--- src/ess_cfg.svh ---
// Constants of the EEPROM storage sequence block: indexes, resets, fields
// Assumes inclusion by bare name from the package and the design modules
// Notes on behaviour
// An instruction byte of value N makes the controller copy N+1 bytes from the address after it.
// At each entry the instruction byte goes to the EEPROM first and the pointer steps by one.
// The two address bytes that follow go to the EEPROM next and the pointer steps by two.
// Register-map bytes from that address are then copied and the pointer steps once per byte.
// The entry at index 0x0E34 resets to instruction 0x0E with start address 0x0530.
// The entry at index 0x0E37 resets to instruction 0x33 with start address 0x0540.
// The entry at index 0x0E3A resets to instruction 0x1E with start address 0x0600.
// The copy length and pointer advance always follow the instruction value plus one.
`ifndef ESS_CFG_SVH
`define ESS_CFG_SVH
// ============================================================
// Register indexes; the byte address is four times the index
`define ESS_IDX_E0_INSTR 14'h0E34
`define ESS_IDX_E0_ADDR_A 14'h0E35
`define ESS_IDX_E0_ADDR_B 14'h0E36
`define ESS_IDX_E1_INSTR 14'h0E37
`define ESS_IDX_E1_ADDR_A 14'h0E38
`define ESS_IDX_E1_ADDR_B 14'h0E39
`define ESS_IDX_E2_INSTR 14'h0E3A
`define ESS_IDX_E2_ADDR_A 14'h0E3B
`define ESS_IDX_E2_ADDR_B 14'h0E3C
`define ESS_IDX_CTRL 14'h0F00
`define ESS_IDX_PTR_BASE 14'h0F01
`define ESS_IDX_STATUS 14'h0F02
// ============================================================
// Reset values
`define ESS_E0_INSTR_RST 8'h0E
`define ESS_E0_ADDR_RST 16'h0530
`define ESS_E1_INSTR_RST 8'h33
`define ESS_E1_ADDR_RST 16'h0540
`define ESS_E2_INSTR_RST 8'h1E
`define ESS_E2_ADDR_RST 16'h0600
`define ESS_PTR_BASE_RST 16'h0000
// ============================================================
// Field positions and bus answers
`define ESS_CTRL_START 0
`define ESS_STAT_BUSY 0
`define ESS_STAT_DONE 1
`define ESS_STAT_PTR_LSB 16
`define ESS_RESP_OKAY 2'h0
`define ESS_RESP_SLVERR 2'h2
`define ESS_ENTRIES 3
`endif

--- src/ess_pkg.sv ---
// Types of the EEPROM storage sequence block
// Assumes ess_cfg.svh on the include path
`include "ess_cfg.svh"
package ess_pkg;
  // Sequencer states, Gray coded along the store path
  typedef enum logic [2:0] {
    S_IDLE = 3'b000,
    S_INSTR = 3'b001,
    S_ADDR_LO = 3'b011,
    S_ADDR_HI = 3'b010,
    S_MAP_RD = 3'b110,
    S_COPY = 3'b111,
    S_NEXT = 3'b101
  } ess_state_type;
endpackage : ess_pkg

--- src/ess_reg_if.sv ---
// Internal register access carrier between bus slave and register file
// Assumes one clock domain shared by both ends
`timescale 1ns/1ps
interface ess_reg_if;
  logic wr_en;
  logic [13:0] wr_idx;
  logic [31:0] wdata;
  logic [3:0] wstrb;
  logic wr_hit;
  logic [13:0] rd_idx;
  logic [31:0] rdata;
  logic rd_hit;
  // Bus slave side
  modport bus (output wr_en, wr_idx, wdata, wstrb, rd_idx, input wr_hit, rdata, rd_hit);
  // Register file side
  modport regs (input wr_en, wr_idx, wdata, wstrb, rd_idx, output wr_hit, rdata, rd_hit);
endinterface : ess_reg_if

--- src/ess_store_seq.sv ---
// EEPROM storage sequencer for three sequence entries
// Assumes a same-clock register map with combinational read data and
// an EEPROM link controller that takes bytes by valid and ready
`timescale 1ns/1ps
`include "ess_cfg.svh"
module ess_store_seq #(
  parameter int PTR_W = 16
) (
  // Clock and reset
  input wire logic aclk,
  input wire logic aresetn,
  // AXI4-Lite write channels
  input wire logic [15:0] s_axi_awaddr,
  input wire logic [2:0] s_axi_awprot,
  input wire logic s_axi_awvalid,
  output logic s_axi_awready,
  input wire logic [31:0] s_axi_wdata,
  input wire logic [3:0] s_axi_wstrb,
  input wire logic s_axi_wvalid,
  output logic s_axi_wready,
  output logic [1:0] s_axi_bresp,
  output logic s_axi_bvalid,
  input wire logic s_axi_bready,
  // AXI4-Lite read channels
  input wire logic [15:0] s_axi_araddr,
  input wire logic [2:0] s_axi_arprot,
  input wire logic s_axi_arvalid,
  output logic s_axi_arready,
  output logic [31:0] s_axi_rdata,
  output logic [1:0] s_axi_rresp,
  output logic s_axi_rvalid,
  input wire logic s_axi_rready,
  // Register map read port
  output logic [15:0] map_addr,
  input wire logic [7:0] map_rdata,
  // EEPROM byte write port
  output logic ee_valid,
  input wire logic ee_ready,
  output logic [PTR_W-1:0] ee_addr,
  output logic [7:0] ee_data,
  // Status
  output logic busy,
  output ess_pkg::ess_state_type state
);
  import ess_pkg::*;

  // ============================================================
  // Elaboration checks
  if (PTR_W < 8 || PTR_W > 16) begin : g_bad_ptr_w
    $error("PTR_W must lie between 8 and 16");
  end

  // ============================================================
  // Bus slave and register carrier
  ess_reg_if rif();

  ess_axil_slave u_axil (
    .aclk(aclk),
    .aresetn(aresetn),
    .s_axi_awaddr(s_axi_awaddr),
    .s_axi_awvalid(s_axi_awvalid),
    .s_axi_awready(s_axi_awready),
    .s_axi_wdata(s_axi_wdata),
    .s_axi_wstrb(s_axi_wstrb),
    .s_axi_wvalid(s_axi_wvalid),
    .s_axi_wready(s_axi_wready),
    .s_axi_bresp(s_axi_bresp),
    .s_axi_bvalid(s_axi_bvalid),
    .s_axi_bready(s_axi_bready),
    .s_axi_araddr(s_axi_araddr),
    .s_axi_arvalid(s_axi_arvalid),
    .s_axi_arready(s_axi_arready),
    .s_axi_rdata(s_axi_rdata),
    .s_axi_rresp(s_axi_rresp),
    .s_axi_rvalid(s_axi_rvalid),
    .s_axi_rready(s_axi_rready),
    .rif(rif.bus)
  );

  // ============================================================
  // Sequence entries
  logic [7:0] instr_w [`ESS_ENTRIES];
  logic [15:0] addr_w [`ESS_ENTRIES];
  logic [`ESS_ENTRIES-1:0] ent_wr_hit;
  logic [`ESS_ENTRIES-1:0] ent_rd_hit;
  logic [7:0] ent_rd_byte [`ESS_ENTRIES];

  // Entry writes use byte lane zero only
  wire ent_wr = rif.wr_en && rif.wstrb[0];

  // First analog loop and its output drivers
  ess_seq_entry #(
    .INSTR_IDX(`ESS_IDX_E0_INSTR),
    .A_IDX(`ESS_IDX_E0_ADDR_A),
    .B_IDX(`ESS_IDX_E0_ADDR_B),
    .INSTR_RST(`ESS_E0_INSTR_RST),
    .ADDR_RST(`ESS_E0_ADDR_RST)
  ) u_ent_analog_loop_one (
    .aclk(aclk),
    .aresetn(aresetn),
    .wr_en(ent_wr),
    .wr_idx(rif.wr_idx),
    .wr_byte(rif.wdata[7:0]),
    .wr_hit(ent_wr_hit[0]),
    .rd_idx(rif.rd_idx),
    .rd_hit(ent_rd_hit[0]),
    .rd_byte(ent_rd_byte[0]),
    .instr(instr_w[0]),
    .start_addr(addr_w[0])
  );

  // First digital loop dividers and bandwidth
  ess_seq_entry #(
    .INSTR_IDX(`ESS_IDX_E1_INSTR),
    .A_IDX(`ESS_IDX_E1_ADDR_A),
    .B_IDX(`ESS_IDX_E1_ADDR_B),
    .INSTR_RST(`ESS_E1_INSTR_RST),
    .ADDR_RST(`ESS_E1_ADDR_RST)
  ) u_ent_digital_loop_one (
    .aclk(aclk),
    .aresetn(aresetn),
    .wr_en(ent_wr),
    .wr_idx(rif.wr_idx),
    .wr_byte(rif.wdata[7:0]),
    .wr_hit(ent_wr_hit[1]),
    .rd_idx(rif.rd_idx),
    .rd_hit(ent_rd_hit[1]),
    .rd_byte(ent_rd_byte[1]),
    .instr(instr_w[1]),
    .start_addr(addr_w[1])
  );

  // Second digital loop general settings
  ess_seq_entry #(
    .INSTR_IDX(`ESS_IDX_E2_INSTR),
    .A_IDX(`ESS_IDX_E2_ADDR_A),
    .B_IDX(`ESS_IDX_E2_ADDR_B),
    .INSTR_RST(`ESS_E2_INSTR_RST),
    .ADDR_RST(`ESS_E2_ADDR_RST)
  ) u_ent_digital_loop_two (
    .aclk(aclk),
    .aresetn(aresetn),
    .wr_en(ent_wr),
    .wr_idx(rif.wr_idx),
    .wr_byte(rif.wdata[7:0]),
    .wr_hit(ent_wr_hit[2]),
    .rd_idx(rif.rd_idx),
    .rd_hit(ent_rd_hit[2]),
    .rd_byte(ent_rd_byte[2]),
    .instr(instr_w[2]),
    .start_addr(addr_w[2])
  );

  // ============================================================
  // Control, pointer base and status registers
  ess_state_type state_q, state_d;
  logic [PTR_W-1:0] ptr_q, ptr_d, ptr_base_q;
  logic [7:0] ee_data_q, ee_data_d;
  logic [7:0] cnt_q, cnt_d;
  logic [15:0] map_addr_q, map_addr_d;
  logic [1:0] entry_q, entry_d;
  logic [7:0] seq_instr_q, seq_instr_d;
  logic [15:0] seq_addr_q, seq_addr_d;
  logic done_q, done_d;

  // Write decode of own registers
  wire sel_ctrl = (rif.wr_idx == `ESS_IDX_CTRL);
  wire sel_base = (rif.wr_idx == `ESS_IDX_PTR_BASE);
  wire sel_stat = (rif.wr_idx == `ESS_IDX_STATUS);
  wire start_req = rif.wr_en && sel_ctrl && rif.wstrb[0] && rif.wdata[`ESS_CTRL_START];
  wire done_clr = rif.wr_en && sel_stat && rif.wstrb[0] && rif.wdata[`ESS_STAT_DONE];
  assign rif.wr_hit = (|ent_wr_hit) || sel_ctrl || sel_base || sel_stat;

  // Read decode and data selection
  wire rd_ctrl = (rif.rd_idx == `ESS_IDX_CTRL);
  wire rd_base = (rif.rd_idx == `ESS_IDX_PTR_BASE);
  wire rd_stat = (rif.rd_idx == `ESS_IDX_STATUS);
  wire [7:0] ent_byte = ent_rd_byte[0] | ent_rd_byte[1] | ent_rd_byte[2];
  wire [31:0] stat_word = {16'(ptr_q), 14'h0000, done_q, busy};
  assign rif.rd_hit = (|ent_rd_hit) || rd_ctrl || rd_base || rd_stat;
  assign rif.rdata = rd_base ? 32'(ptr_base_q) :
                     rd_stat ? stat_word :
                     (|ent_rd_hit) ? {24'h00_0000, ent_byte} : 32'h0000_0000;

  // Pointer base: low lanes only, ignored while a store runs
  always_ff @(posedge aclk) begin
    if (!aresetn) begin
      ptr_base_q <= PTR_W'(`ESS_PTR_BASE_RST);
    end else if (rif.wr_en && sel_base && !busy && (&rif.wstrb[1:0])) begin
      ptr_base_q <= rif.wdata[PTR_W-1:0];
    end
  end

  // ============================================================
  // Store sequencer
  assign busy = (state_q != S_IDLE);
  assign state = state_q;
  assign ee_valid = (state_q == S_INSTR) || (state_q == S_ADDR_LO) ||
                    (state_q == S_ADDR_HI) || (state_q == S_COPY);
  assign ee_addr = ptr_q;
  assign ee_data = ee_data_q;
  assign map_addr = map_addr_q;

  wire take = ee_valid && ee_ready;
  wire last_entry = (entry_q == 2'(`ESS_ENTRIES - 1));
  wire [1:0] entry_nx = entry_q + 2'h1;

  // Next state; entry contents are latched so mid-run writes cannot tear it
  always_comb begin
    state_d = state_q;
    ptr_d = ptr_q;
    ee_data_d = ee_data_q;
    cnt_d = cnt_q;
    map_addr_d = map_addr_q;
    entry_d = entry_q;
    seq_instr_d = seq_instr_q;
    seq_addr_d = seq_addr_q;
    done_d = done_q;
    if (done_clr) done_d = 1'b0;
    case (state_q)
      S_IDLE: begin
        if (start_req) begin
          entry_d = 2'h0;
          ptr_d = ptr_base_q;
          seq_instr_d = instr_w[0];
          seq_addr_d = addr_w[0];
          ee_data_d = instr_w[0];
          state_d = S_INSTR;
        end
      end
      S_INSTR: begin
        if (ee_ready) begin
          ptr_d = ptr_q + 1'b1;
          ee_data_d = seq_addr_q[7:0];
          state_d = S_ADDR_LO;
        end
      end
      S_ADDR_LO: begin
        if (ee_ready) begin
          ptr_d = ptr_q + 1'b1;
          ee_data_d = seq_addr_q[15:8];
          state_d = S_ADDR_HI;
        end
      end
      S_ADDR_HI: begin
        if (ee_ready) begin
          ptr_d = ptr_q + 1'b1;
          map_addr_d = seq_addr_q;
          cnt_d = seq_instr_q;
          state_d = S_MAP_RD;
        end
      end
      S_MAP_RD: begin
        ee_data_d = map_rdata;
        state_d = S_COPY;
      end
      S_COPY: begin
        if (ee_ready) begin
          ptr_d = ptr_q + 1'b1;
          if (cnt_q == 8'h00) begin
            state_d = S_NEXT;
          end else begin
            cnt_d = cnt_q - 8'h01;
            map_addr_d = map_addr_q + 16'h0001;
            state_d = S_MAP_RD;
          end
        end
      end
      S_NEXT: begin
        if (last_entry) begin
          done_d = 1'b1; // Set wins over a clear in the same cycle
          state_d = S_IDLE;
        end else begin
          entry_d = entry_nx;
          seq_instr_d = instr_w[entry_nx];
          seq_addr_d = addr_w[entry_nx];
          ee_data_d = instr_w[entry_nx];
          state_d = S_INSTR;
        end
      end
      default: begin
        state_d = S_IDLE;
      end
    endcase
  end

  // Sequencer registers
  always_ff @(posedge aclk) begin
    if (!aresetn) begin
      state_q <= S_IDLE;
      ptr_q <= '0;
      ee_data_q <= 8'h00;
      cnt_q <= 8'h00;
      map_addr_q <= 16'h0000;
      entry_q <= 2'h0;
      seq_instr_q <= 8'h00;
      seq_addr_q <= 16'h0000;
      done_q <= 1'b0;
    end else begin
      state_q <= state_d;
      ptr_q <= ptr_d;
      ee_data_q <= ee_data_d;
      cnt_q <= cnt_d;
      map_addr_q <= map_addr_d;
      entry_q <= entry_d;
      seq_instr_q <= seq_instr_d;
      seq_addr_q <= seq_addr_d;
      done_q <= done_d;
    end
  end

  // ============================================================
  // Checking helpers: bytes copied and pointer at entry start
  logic [8:0] copied_q;
  logic [PTR_W-1:0] ent_ptr_q;

  always_ff @(posedge aclk) begin
    if (!aresetn) begin
      copied_q <= 9'h000;
      ent_ptr_q <= '0;
    end else if (state_q == S_INSTR) begin
      copied_q <= 9'h000;
      ent_ptr_q <= ptr_q;
    end else if (state_q == S_COPY && take) begin
      copied_q <= copied_q + 9'h001;
    end
  end

  // ============================================================
  // Assertions
  a_instr_byte_first: assert property (@(posedge aclk) disable iff (!aresetn)
    (state_q == S_INSTR) |-> ee_valid && ee_data == seq_instr_q)
    else $error("instruction byte not offered first");
  a_instr_ptr_step: assert property (@(posedge aclk) disable iff (!aresetn)
    (state_q == S_INSTR && ee_ready) |=> state_q == S_ADDR_LO && ptr_q == $past(ptr_q) + 1'b1)
    else $error("pointer did not step after instruction byte");
  a_addr_two_bytes: assert property (@(posedge aclk) disable iff (!aresetn)
    (state_q == S_ADDR_LO && ee_ready) |=>
      (state_q == S_ADDR_HI && ee_data == seq_addr_q[15:8] && ptr_q == ent_ptr_q + 2'h2))
    else $error("address bytes or pointer wrong");
  a_copy_start_addr: assert property (@(posedge aclk) disable iff (!aresetn)
    (state_q == S_ADDR_HI && ee_ready) |=>
      (state_q == S_MAP_RD && map_addr_q == seq_addr_q && cnt_q == seq_instr_q))
    else $error("copy did not start at entry address");
  a_copy_data_path: assert property (@(posedge aclk) disable iff (!aresetn)
    (state_q == S_MAP_RD) |=> state_q == S_COPY && ee_data == $past(map_rdata)
      && map_addr_q == $past(map_addr_q))
    else $error("copied byte differs from register map");
  a_copy_length: assert property (@(posedge aclk) disable iff (!aresetn)
    (state_q == S_NEXT) |-> copied_q == {1'b0, seq_instr_q} + 9'h001)
    else $error("copy length is not instruction plus one");
  a_ptr_advance: assert property (@(posedge aclk) disable iff (!aresetn)
    (state_q == S_NEXT) |-> ptr_q == ent_ptr_q + PTR_W'(copied_q) + PTR_W'(3))
    else $error("pointer advance does not match bytes stored");
  a_byte_hold: assert property (@(posedge aclk) disable iff (!aresetn)
    (ee_valid && !ee_ready) |=> ee_valid && $stable(ee_data) && $stable(ee_addr))
    else $error("EEPROM byte changed before it was taken");
  a_reset_entry0: assert property (@(posedge aclk) disable iff (!aresetn)
    $rose(aresetn) |-> instr_w[0] == `ESS_E0_INSTR_RST && addr_w[0] == `ESS_E0_ADDR_RST)
    else $error("first entry reset value wrong");
  a_reset_entry1: assert property (@(posedge aclk) disable iff (!aresetn)
    $rose(aresetn) |-> instr_w[1] == `ESS_E1_INSTR_RST && addr_w[1] == `ESS_E1_ADDR_RST)
    else $error("second entry reset value wrong");
  a_reset_entry2: assert property (@(posedge aclk) disable iff (!aresetn)
    $rose(aresetn) |-> instr_w[2] == `ESS_E2_INSTR_RST && addr_w[2] == `ESS_E2_ADDR_RST)
    else $error("third entry reset value wrong");

endmodule : ess_store_seq

--- src/ess_seq_entry.sv ---
// One storage sequence entry: instruction byte and two address bytes
// Assumes byte lane gating and write strobes come from the register file
`timescale 1ns/1ps
module ess_seq_entry #(
  parameter logic [13:0] INSTR_IDX = 14'h0000,
  parameter logic [13:0] A_IDX = 14'h0001,
  parameter logic [13:0] B_IDX = 14'h0002,
  parameter logic [7:0] INSTR_RST = 8'h00,
  parameter logic [15:0] ADDR_RST = 16'h0000
) (
  // Clock and reset
  input wire logic aclk,
  input wire logic aresetn,
  // Write port
  input wire logic wr_en,
  input wire logic [13:0] wr_idx,
  input wire logic [7:0] wr_byte,
  output logic wr_hit,
  // Read port
  input wire logic [13:0] rd_idx,
  output logic rd_hit,
  output logic [7:0] rd_byte,
  // Entry contents
  output logic [7:0] instr,
  output logic [15:0] start_addr
);
  logic [7:0] instr_q;
  logic [15:0] addr_q;
  // Index decode; byte A is the low address byte
  wire sel_i = (wr_idx == INSTR_IDX);
  wire sel_a = (wr_idx == A_IDX);
  wire sel_b = (wr_idx == B_IDX);
  assign wr_hit = sel_i || sel_a || sel_b;
  assign rd_hit = (rd_idx == INSTR_IDX) || (rd_idx == A_IDX) || (rd_idx == B_IDX);
  assign rd_byte = (rd_idx == INSTR_IDX) ? instr_q :
                   (rd_idx == A_IDX) ? addr_q[7:0] :
                   (rd_idx == B_IDX) ? addr_q[15:8] : 8'h00;
  assign instr = instr_q;
  assign start_addr = addr_q;
  // Entry storage with documented defaults
  always_ff @(posedge aclk) begin
    if (!aresetn) begin
      instr_q <= INSTR_RST;
      addr_q <= ADDR_RST;
    end else if (wr_en) begin
      if (sel_i) instr_q <= wr_byte;
      if (sel_a) addr_q[7:0] <= wr_byte;
      if (sel_b) addr_q[15:8] <= wr_byte;
    end
  end
endmodule : ess_seq_entry

--- src/ess_axil_slave.sv ---
// AXI4-Lite slave front end feeding the register carrier
// Assumes a single clock; register read data settles combinationally
`timescale 1ns/1ps
`include "ess_cfg.svh"
module ess_axil_slave (
  // Clock and reset
  input wire logic aclk,
  input wire logic aresetn,
  // Write address and data
  input wire logic [15:0] s_axi_awaddr,
  input wire logic s_axi_awvalid,
  output logic s_axi_awready,
  input wire logic [31:0] s_axi_wdata,
  input wire logic [3:0] s_axi_wstrb,
  input wire logic s_axi_wvalid,
  output logic s_axi_wready,
  // Write response
  output logic [1:0] s_axi_bresp,
  output logic s_axi_bvalid,
  input wire logic s_axi_bready,
  // Read address and data
  input wire logic [15:0] s_axi_araddr,
  input wire logic s_axi_arvalid,
  output logic s_axi_arready,
  output logic [31:0] s_axi_rdata,
  output logic [1:0] s_axi_rresp,
  output logic s_axi_rvalid,
  input wire logic s_axi_rready,
  // Register carrier
  ess_reg_if.bus rif
);
  logic aw_have_q, w_have_q, bvalid_q, rvalid_q;
  logic [13:0] awidx_q;
  logic [31:0] wdata_q, rdata_q;
  logic [3:0] wstrb_q;
  logic [1:0] bresp_q, rresp_q;
  // Write fires once both halves are held and no response is pending
  wire do_wr = aw_have_q && w_have_q && !bvalid_q;
  assign s_axi_awready = !aw_have_q;
  assign s_axi_wready = !w_have_q;
  assign s_axi_arready = !rvalid_q;
  assign rif.wr_en = do_wr;
  assign rif.wr_idx = awidx_q;
  assign rif.wdata = wdata_q;
  assign rif.wstrb = wstrb_q;
  assign rif.rd_idx = s_axi_araddr[15:2];
  assign s_axi_bvalid = bvalid_q;
  assign s_axi_bresp = bresp_q;
  assign s_axi_rvalid = rvalid_q;
  assign s_axi_rdata = rdata_q;
  assign s_axi_rresp = rresp_q;
  // Address and data capture, either order
  always_ff @(posedge aclk) begin
    if (!aresetn) begin
      aw_have_q <= 1'b0;
      w_have_q <= 1'b0;
    end else begin
      if (s_axi_awvalid && s_axi_awready) aw_have_q <= 1'b1;
      else if (do_wr) aw_have_q <= 1'b0;
      if (s_axi_wvalid && s_axi_wready) w_have_q <= 1'b1;
      else if (do_wr) w_have_q <= 1'b0;
    end
  end
  // Payload holding
  always_ff @(posedge aclk) begin
    if (s_axi_awvalid && s_axi_awready) awidx_q <= s_axi_awaddr[15:2];
    if (s_axi_wvalid && s_axi_wready) wdata_q <= s_axi_wdata;
    if (s_axi_wvalid && s_axi_wready) wstrb_q <= s_axi_wstrb;
  end
  // Responses; unmapped addresses answer SLVERR, reads of them zero
  always_ff @(posedge aclk) begin
    if (!aresetn) begin
      bvalid_q <= 1'b0;
      bresp_q <= `ESS_RESP_OKAY;
      rvalid_q <= 1'b0;
      rdata_q <= 32'h0000_0000;
      rresp_q <= `ESS_RESP_OKAY;
    end else begin
      if (do_wr) bvalid_q <= 1'b1;
      else if (s_axi_bready) bvalid_q <= 1'b0;
      if (do_wr) bresp_q <= rif.wr_hit ? `ESS_RESP_OKAY : `ESS_RESP_SLVERR;
      if (s_axi_arvalid && s_axi_arready) begin
        rvalid_q <= 1'b1;
        rdata_q <= rif.rd_hit ? rif.rdata : 32'h0000_0000;
        rresp_q <= rif.rd_hit ? `ESS_RESP_OKAY : `ESS_RESP_SLVERR;
      end else if (s_axi_rready) begin
        rvalid_q <= 1'b0;
      end
    end
  end
endmodule : ess_axil_slave

--- config.mk ---
export PLATFORM = sky130hd
export DESIGN_NAME = ess_store_seq
export DESIGN_NICKNAME = d
export VERILOG_FILES = /design/src/ess_pkg.sv /design/src/ess_reg_if.sv /design/src/ess_store_seq.sv /design/src/ess_seq_entry.sv /design/src/ess_axil_slave.sv
export VERILOG_INCLUDE_DIRS = /design/src
export SDC_FILE = /design/constraint.sdc
export NUM_CORES = 1
export LEC_CHECK = 0
export BUFFER_PORTS_ARGS = -buffer_cell sky130_fd_sc_hd__buf_4
export CAP_MARGIN = 20
export CORE_MARGIN = 8
export CORE_UTILIZATION = 55
export DETAILED_ROUTE_END_ITERATION = 8
export PLACE_DENSITY = 0.79
export SETUP_SLACK_MARGIN = 0.3
export SYNTH_ARGS = -nofsm -noshare
export SYNTH_HDL_FRONTEND = slang
export SYNTH_SLANG_ARGS = --single-unit
export TNS_END_PERCENT = 50
--- constraint.sdc ---
create_clock -name aclk -period 3.6 [get_ports aclk]
set_clock_uncertainty 0.1 [all_clocks]
set_input_delay 0.18 -clock aclk [delete_from_list [all_inputs] [get_ports aclk]]
set_output_delay 0.18 -clock aclk [all_outputs]
set_load 0.1 [all_outputs]
==> metrics list, run 1 <==
- Run status: finished clean
- Clock-pin slew was measured on the worst setup and hold paths at 60 ps.
* Transition time at the pin with the least slew margin: 845 ps
* Final non-filler cell area: 13700 µm²
- Clock tree synthesis found a total of 236 sinks.
* Antenna violations before repair: 1
* Highest-utilization routing layer at the global route stage: met2
- Setup TNS: 0 ps
- PD cells: 415 nW/µm²
- Data on the critical path arrives at its endpoint at 2700 ps.
- Maximum operating frequency: 0.336 GHz
* Area occupied by registers: 5050 µm²
* DP Wirelength: 23.4 mm
- The worst path needs 2980 ps of the cycle, external delays included.
- Maximum resistive drop on vdd: 0.000384 V
- Final Hold Slack: 59.6 ps
- The signal on the critical path passes through a21boi_1, or2_1, buf_4, inv_1, buf_4.
- During synthesis, Yosys emitted a total of 0 warnings.
- Inserted Clock Buffers: 25
- After detailed routing, the number of vias per cell comes to 6.31.
* Most common cell type on the critical path: sky130_fd_sc_hd__buf_4
- Slowest cell on the critical path: sky130_fd_sc_hd__inv_1
* Post-Place Worst Slack: 954 ps
- Number of enable-type register cells in the synthesized netlist: 32
* Distinct cells, synth: 81
* Die Outline Area: 25500 µm²
* Number of remaining DRC errors: 0
* Area inside the core boundary: 20300 µm²
* Most common cell after layout, fill and taps aside: sky130_fd_sc_hd__dfxtp_1
- Pin placement for this block handled 176 I/O pins.
- STA classifies the critical path endpoint as a primary output.
* Sequential cell area fraction in the yosys report: 44.4%
* Initial cell density of the core: 56.0%
* Summed instance area of the synthesized netlist: 11400 µm²
* Number of standard cells after synthesis: 1271
* Drt first-iter violations: 1138
- Antenna-violating nets left: 0
* Final RePlAce weighted congestion: 0.973
- For this run, asynchronously set or reset flops after synthesis account for 0%.
- For met2 alone, demand over resource in global routing was 40.6%.
- # fillers: 1588
- Leakage dissipation: 4.94 nW
- Commonest cells after routing, fill and taps aside: sky130_fd_sc_hd__dfxtp_1 (203), sky130_fd_sc_hd__buf_4 (171), sky130_fd_sc_hd__nand2_1 (116)
* Worst EP required: 3320 ps
- CP Class: reg2out
* Proportion of layout cells with a drive suffix above 1: 18.2%
* Most instantiated flip-flop cell in the synthesis netlist: sky130_fd_sc_hd__dfxtp_1
* Layout net count: 1498
- Clock latency on the worst-skew pair, taken at its later pin, is 520 ps.
* Total count of max-transition violations in the final report: 0
- The final route contains 10700 vias.
- After detailed placement, the total cell area comes to 12500 µm².
* Detailed Route WL: 34.6 mm
- For the worst flop-to-flop path, the logic depth is 5.
- Post-CTS setup buffer count: 0
* CTS H-tree lvls: 1
- CTS tree: built
- Setup repair after global routing left no endpoint under its margin.
- Width of the die: 160 µm
- Global routing used 26.0% of the available tracks across all layers.
* Reported max-cap violation count: 0
- Final hold vios: 0
- Entering global routing, the biggest net connects 52 pins.
- Type of the most critical hold path: in2reg
- STA classifies the critical path startpoint as a register.
- The longest clock path from root to sink contains 3 buffers.
* First-pass GRT wire length: 55.4 mm
- Count of buffers inserted at the top-level ports: 145
- Total area of multi-input combinational cells: 5760 µm²
- Post-Route Utilization: 67.6%
- In the global route stage, met1 resource usage came out at 35.3%.
* FP Rows: 52
- Syn-to-layout area delta: 20.7%
* Highest net fanout along the worst path: 26
- Die extent in y: 160 µm
- Total iterations of the first detailed-routing run: 5
- Clk Tree Root Cell: sky130_fd_sc_hd__clkbuf_16
- For this run, global-route usage on met3 was measured as 5.53%.
- The average instance in the mapped netlist occupies 8.95 µm².
- The number of global-route vias before repair came to 10100.
- The worst hold path passes through 3 cells.
- Final period utilization: 82.8%
* CP max stage delay: 550 ps
* Total congestion overflow after global routing: 0
- Relative max-transition margin: 43.5%
- Average wire length per cell after detail routing: 20.5 µm
- Synthesis inferred 236 register bits.
- Setup violations remaining at the end of the flow were counted as 0.
- Crit path setup slack, layout: 620 ps
-- kinds of logic after synthesis --
family / synth area share, %
compound gates: 20.8
xor+xnor: 0.154
buf+inv: 5.14
flops: 44.4
fa+ha+maj: 0.440
other cells: 0.0330
mux: 8.02
simple gates: 21.0
-- Yosys cell counts, drive strengths merged (4+ instances only) --
cell / number / share of area [%]
a211oi: 34 / 2.3
a21o: 6 / 0.40
a21oi: 76 / 3.3
a221oi: 9 / 0.69
a22o: 17 / 1.3
a22oi: 46 / 3.0
a31oi: 11 / 0.61
and2: 12 / 0.66
and3: 7 / 0.38
and4: 9 / 0.69
buf: 37 / 2.2
clkbuf: 71 / 2.4
dfxtp: 204 / 36
edfxtp: 32 / 8.4
ha: 4 / 0.44
inv: 15 / 0.49
mux2: 9 / 0.89
mux2i: 81 / 7.1
nand2: 116 / 3.8
nand2b: 10 / 0.55
nand3: 61 / 2.7
nand3b: 6 / 0.40
nand4: 18 / 0.99
nor2: 118 / 4.0
nor2b: 17 / 0.93
nor3: 38 / 2.0
nor3b: 6 / 0.48
nor4: 9 / 1.0
o211ai: 4 / 0.26
o21a: 12 / 0.79
o21ai: 71 / 3.2
o221a: 6 / 0.59
o221ai: 5 / 0.38
o22ai: 21 / 1.2
o2bb2ai: 7 / 0.54
o31ai: 5 / 0.33
o32ai: 5 / 0.38
or2: 4 / 0.22
or3: 14 / 0.78
-- metal layers --
metal  vias to the layer above  share of wire (%)
met1                      5060                 42
met5                         -                  0
met3                        85                9.5
met2                       579                 45
met4                         0                3.2
li1                       4948                  -
-- state kept, by name, indices dropped and copies added, names as in the netlist, 14 cells and up --
signal                             flops
u_axil.s_axi_rdata                    32
ee_addr                               16
map_addr                              16
ptr_base_q                            16
seq_addr_q                            16
u_axil.rif.wdata                      16
u_ent_analog_loop_one.start_addr      16
u_ent_digital_loop_one.start_addr     16
u_ent_digital_loop_two.start_addr     16
u_axil.rif.wr_idx                     14
-- worst max-delay path, delay by kind of cell, from the launching register on --
kind            cells  cell delay [ps]
buf+inv             3             1180
compound gates      1              240
simple gates        1              230
flops               1              520
-- repair_timing --
| action | in CTS | in global routing |
|---|---|---|
| resized for setup | 0 | 1 |
| hold buffers | 41 | 0 |
| setup endpoints to repair | 0 | 1 |
| hold endpoints to repair | 51 | 0 |
-- power breakdown --
| group | internal [mW] | total [mW] | switching [mW] |
|---|---|---|---|
| clock network | 1.54 | 2.59 | 1.05 |
| registers | 2.70 | 2.74 | 0.0375 |
| logic | 0.128 | 0.366 | 0.238 |
-- layout make-up --
cell class / count / area share (%)
clock buffers: 34 / 5.24
clock inverters: 9 / 0.738
diodes: 2 / 0.0364
repair buffers: 213 / 12.4
multi-input cells: 913 / 41.9
flip-flops and latches: 236 / 36.7
well taps: 270 / 2.46
inverters: 15 / 0.419
-- stage by stage --
step / power (mW) / std cells
after detailed placement: 3.12 / 1604
final: 5.70 / 1692
after CTS: 5.70 / 1688
after global routing: 5.82 / 1691
after global placement: 3.11 / 1604
after floorplan: 2.99 / 1272
-- path summary, 6_finish.rpt --
path                                             start                      to  slack (ps)
worst max register to register                state[2]             map_addr[0]         910
worst min-delay path                   s_axi_araddr[3]   u_axil.s_axi_rresp[1]          60
worst min register to register  u_axil.s_axi_rdata[10]  u_axil.s_axi_rdata[10]         370
worst max-delay path                          state[2]                ee_valid         620
Power figures use the tool's default switching activity.
==> inputs of run 2 (changes only) <==
clock period = 3.1 ns   (was 3.6 ns; I/O delays follow)
==> metrics list, run 2 (synthesis results as in run 1) <==
* Total inserted antenna cells: 0
* Reported max-cap violation count: 0
- Average wire length per cell after detail routing: 20.4 µm
- Setup violations remaining at the end of the flow were counted as 0.
- The worst path needs 2640 ps of the cycle, external delays included.
- Total iterations of the first detailed-routing run: 5
- After global routing the overflow that remains totals 0.
- Switching power: 1.48 mW
- Worst EP required: 2840 ps
- Finished Layout Cells: 1689
* Type of the most critical hold path: in2reg
- Row generation in the floorplan step produced 52 rows.
- The clock network burns 43.8% of the power.
- Crit path setup slack, layout: 463 ps
- Clock latency on the worst-skew pair: 520 ps
- Final RePlAce weighted congestion: 0.952
- Pint: 4.94 mW
- Global routing used 25.4% of the available tracks across all layers.
- Post-CTS clock slew at the launch and capture registers of the worst setup and hold paths: 50 ps
- Largest net degree at the start of global routing: 77
- Post-Route Utilization: 67.4%
- Inserted Clock Buffers: 25
- The worst setup path is captured at a primary output.
- Total power after layout: 6.42 mW
- The register with the most flip-flops in the layout has 32 of them.
* Width of the die: 160 µm
- Final Hold Slack: 33.6 ps
* Drt first-iter violations: 1057
- By startpoint and endpoint, the worst setup path is classified as reg2out.
* Unrepaired setup endpoints after global routing: no
- After the last flow step, the layout net total stands at 1500.
* CTS sink cnt: 236
- The final count of hold timing violations is 0.
* Relative max-transition margin: 41.0%
- For the worst setup path, the data arrival time is 2380 ps.
- Along the worst path, the maximum fanout reaches 13.
* Initial cell density of the core: 56.0%
* Post-place instance area: 12500 µm²
* Post-Place Worst Slack: 595 ps
- Die extent in y: 160 µm
- Number of placed I/O pins: 176
* Post-cts resize count: 0
* Area inside the core boundary: 20300 µm²
* Post-CTS setup buffer count: 0
* Run status: finished clean
- The final-report max-slew violation count came to 0.
* Setup TNS: 0 ps
- Of the cells placed in the final design, the portion with a size suffix greater than 1 is 17.8%.
- Dividing total power by cell area gives a power density of 469 nW/µm².
- Vias per inst: 6.18
* Share of total power consumed by net switching: 23.0%
- Vias in the first global route: 9652
* Final period utilization: 85.1%
* Maximum resistive drop on vdd: 0.000506 V
- STA classifies the critical path startpoint as a register.
* Transition time at the pin with the least slew margin: 885 ps
- Sequential share of power: 49.6%
- # fillers: 1591
- The clock passes through at most 3 buffers.
* Placed Cells: 1607
* Clk Tree Root Cell: sky130_fd_sc_hd__clkbuf_16
- CTS H-tree lvls: 1
* Leakage dissipation: 4.91 nW
- Final non-filler cell area: 13700 µm²
* CTS tree: built
- Maximum operating frequency: 0.379 GHz
- The first global-routing pass estimated 53.6 mm of wire.
- In the layout the commonest cells are sky130_fd_sc_hd__dfxtp_1 (203), sky130_fd_sc_hd__buf_4 (174), sky130_fd_sc_hd__nand2_1 (116).
- The initial antenna violation count was 0.
* Antenna-violating nets left: 0
* Detailed Route WL: 34.5 mm
* Most common cell after layout, fill and taps aside: sky130_fd_sc_hd__dfxtp_1
- The routed layout has 10400 vias.
* Number of remaining DRC errors: 0
* Die Outline Area: 25500 µm²
- Part of the power in combinational logic: 6.5%
* Syn-to-layout area delta: 20.2%
- Buffers placed on the I/O ports in this run total 145.
- DP Wirelength: 23.6 mm
- In this run, post-CTS hold repair placed 39 buffers.
## run 2: cell count changes in the layout (fill, tap and decap cells not counted), moves of 2 or more
| cell | before | now |
|---|---|---|
| sky130_fd_sc_hd__buf_4 | 171 | 174 |
| sky130_fd_sc_hd__clkbuf_1 | 3 | 8 |
| sky130_fd_sc_hd__clkbuf_8 | 6 | 1 |
| sky130_fd_sc_hd__clkinv_1 | 0 | 2 |
| sky130_fd_sc_hd__clkinv_2 | 6 | 3 |
| sky130_fd_sc_hd__diode_2 | 2 | 0 |
| sky130_fd_sc_hd__dlygate4sd3_1 | 41 | 39 |
## run 2: final cells by class
type | instances | area (µm²) | share of cell area [%]
Multi-Input combinational cell | 913 | 5760 | 42.1
Sequential cell | 236 | 5050 | 36.9
Timing Repair Buffer | 215 | 1730 | 12.7
Clock buffer | 34 | 669 | 4.89
Tap cell | 270 | 338 | 2.47
Clock inverter | 6 | 77.6 | 0.567
Inverter | 15 | 57.6 | 0.421
## run 2: path summary, 6_finish.rpt
check,from,endpoint,slack [ps],cells past startpoint
worst max-delay path,state[0],ee_valid,460,5
worst min-delay path,s_axi_araddr[3],u_axil.s_axi_rresp[1],30,3
worst max register to register,state[1],seq_addr_q[15],640,6
worst min register to register,u_axil.s_axi_rdata[8],u_axil.s_axi_rdata[8],360,2
## run 2: power groups by stage
stage | Clock (mW) | Sequential [mW] | Combinational [mW]
floorplan | 0 | 3.29 | 0.185
global placement | 0 | 3.25 | 0.367
detailed placement | 0 | 3.25 | 0.370
CTS | 2.85 | 3.18 | 0.412
global route | 2.96 | 3.19 | 0.443
finish | 2.81 | 3.19 | 0.420
## run 2: routing by layer
metal | track usage (%) | vias up | routed length [µm]
li1 | - | 4963 | -
met1 | 33.9 | 4882 | 14600
met2 | 41.2 | 529 | 15800
met3 | 5.66 | 66 | 3210
met4 | 6.16 | 0 | 860
met5 | 0 | - | 0
## run 2: critical path, stage by stage, from the launching register on
cell	delay [ps]
sky130_fd_sc_hd__dfxtp_1	620
sky130_fd_sc_hd__a21boi_1	150
sky130_fd_sc_hd__or2_1	250
sky130_fd_sc_hd__inv_1	290
sky130_fd_sc_hd__buf_4	250
sky130_fd_sc_hd__buf_4	310
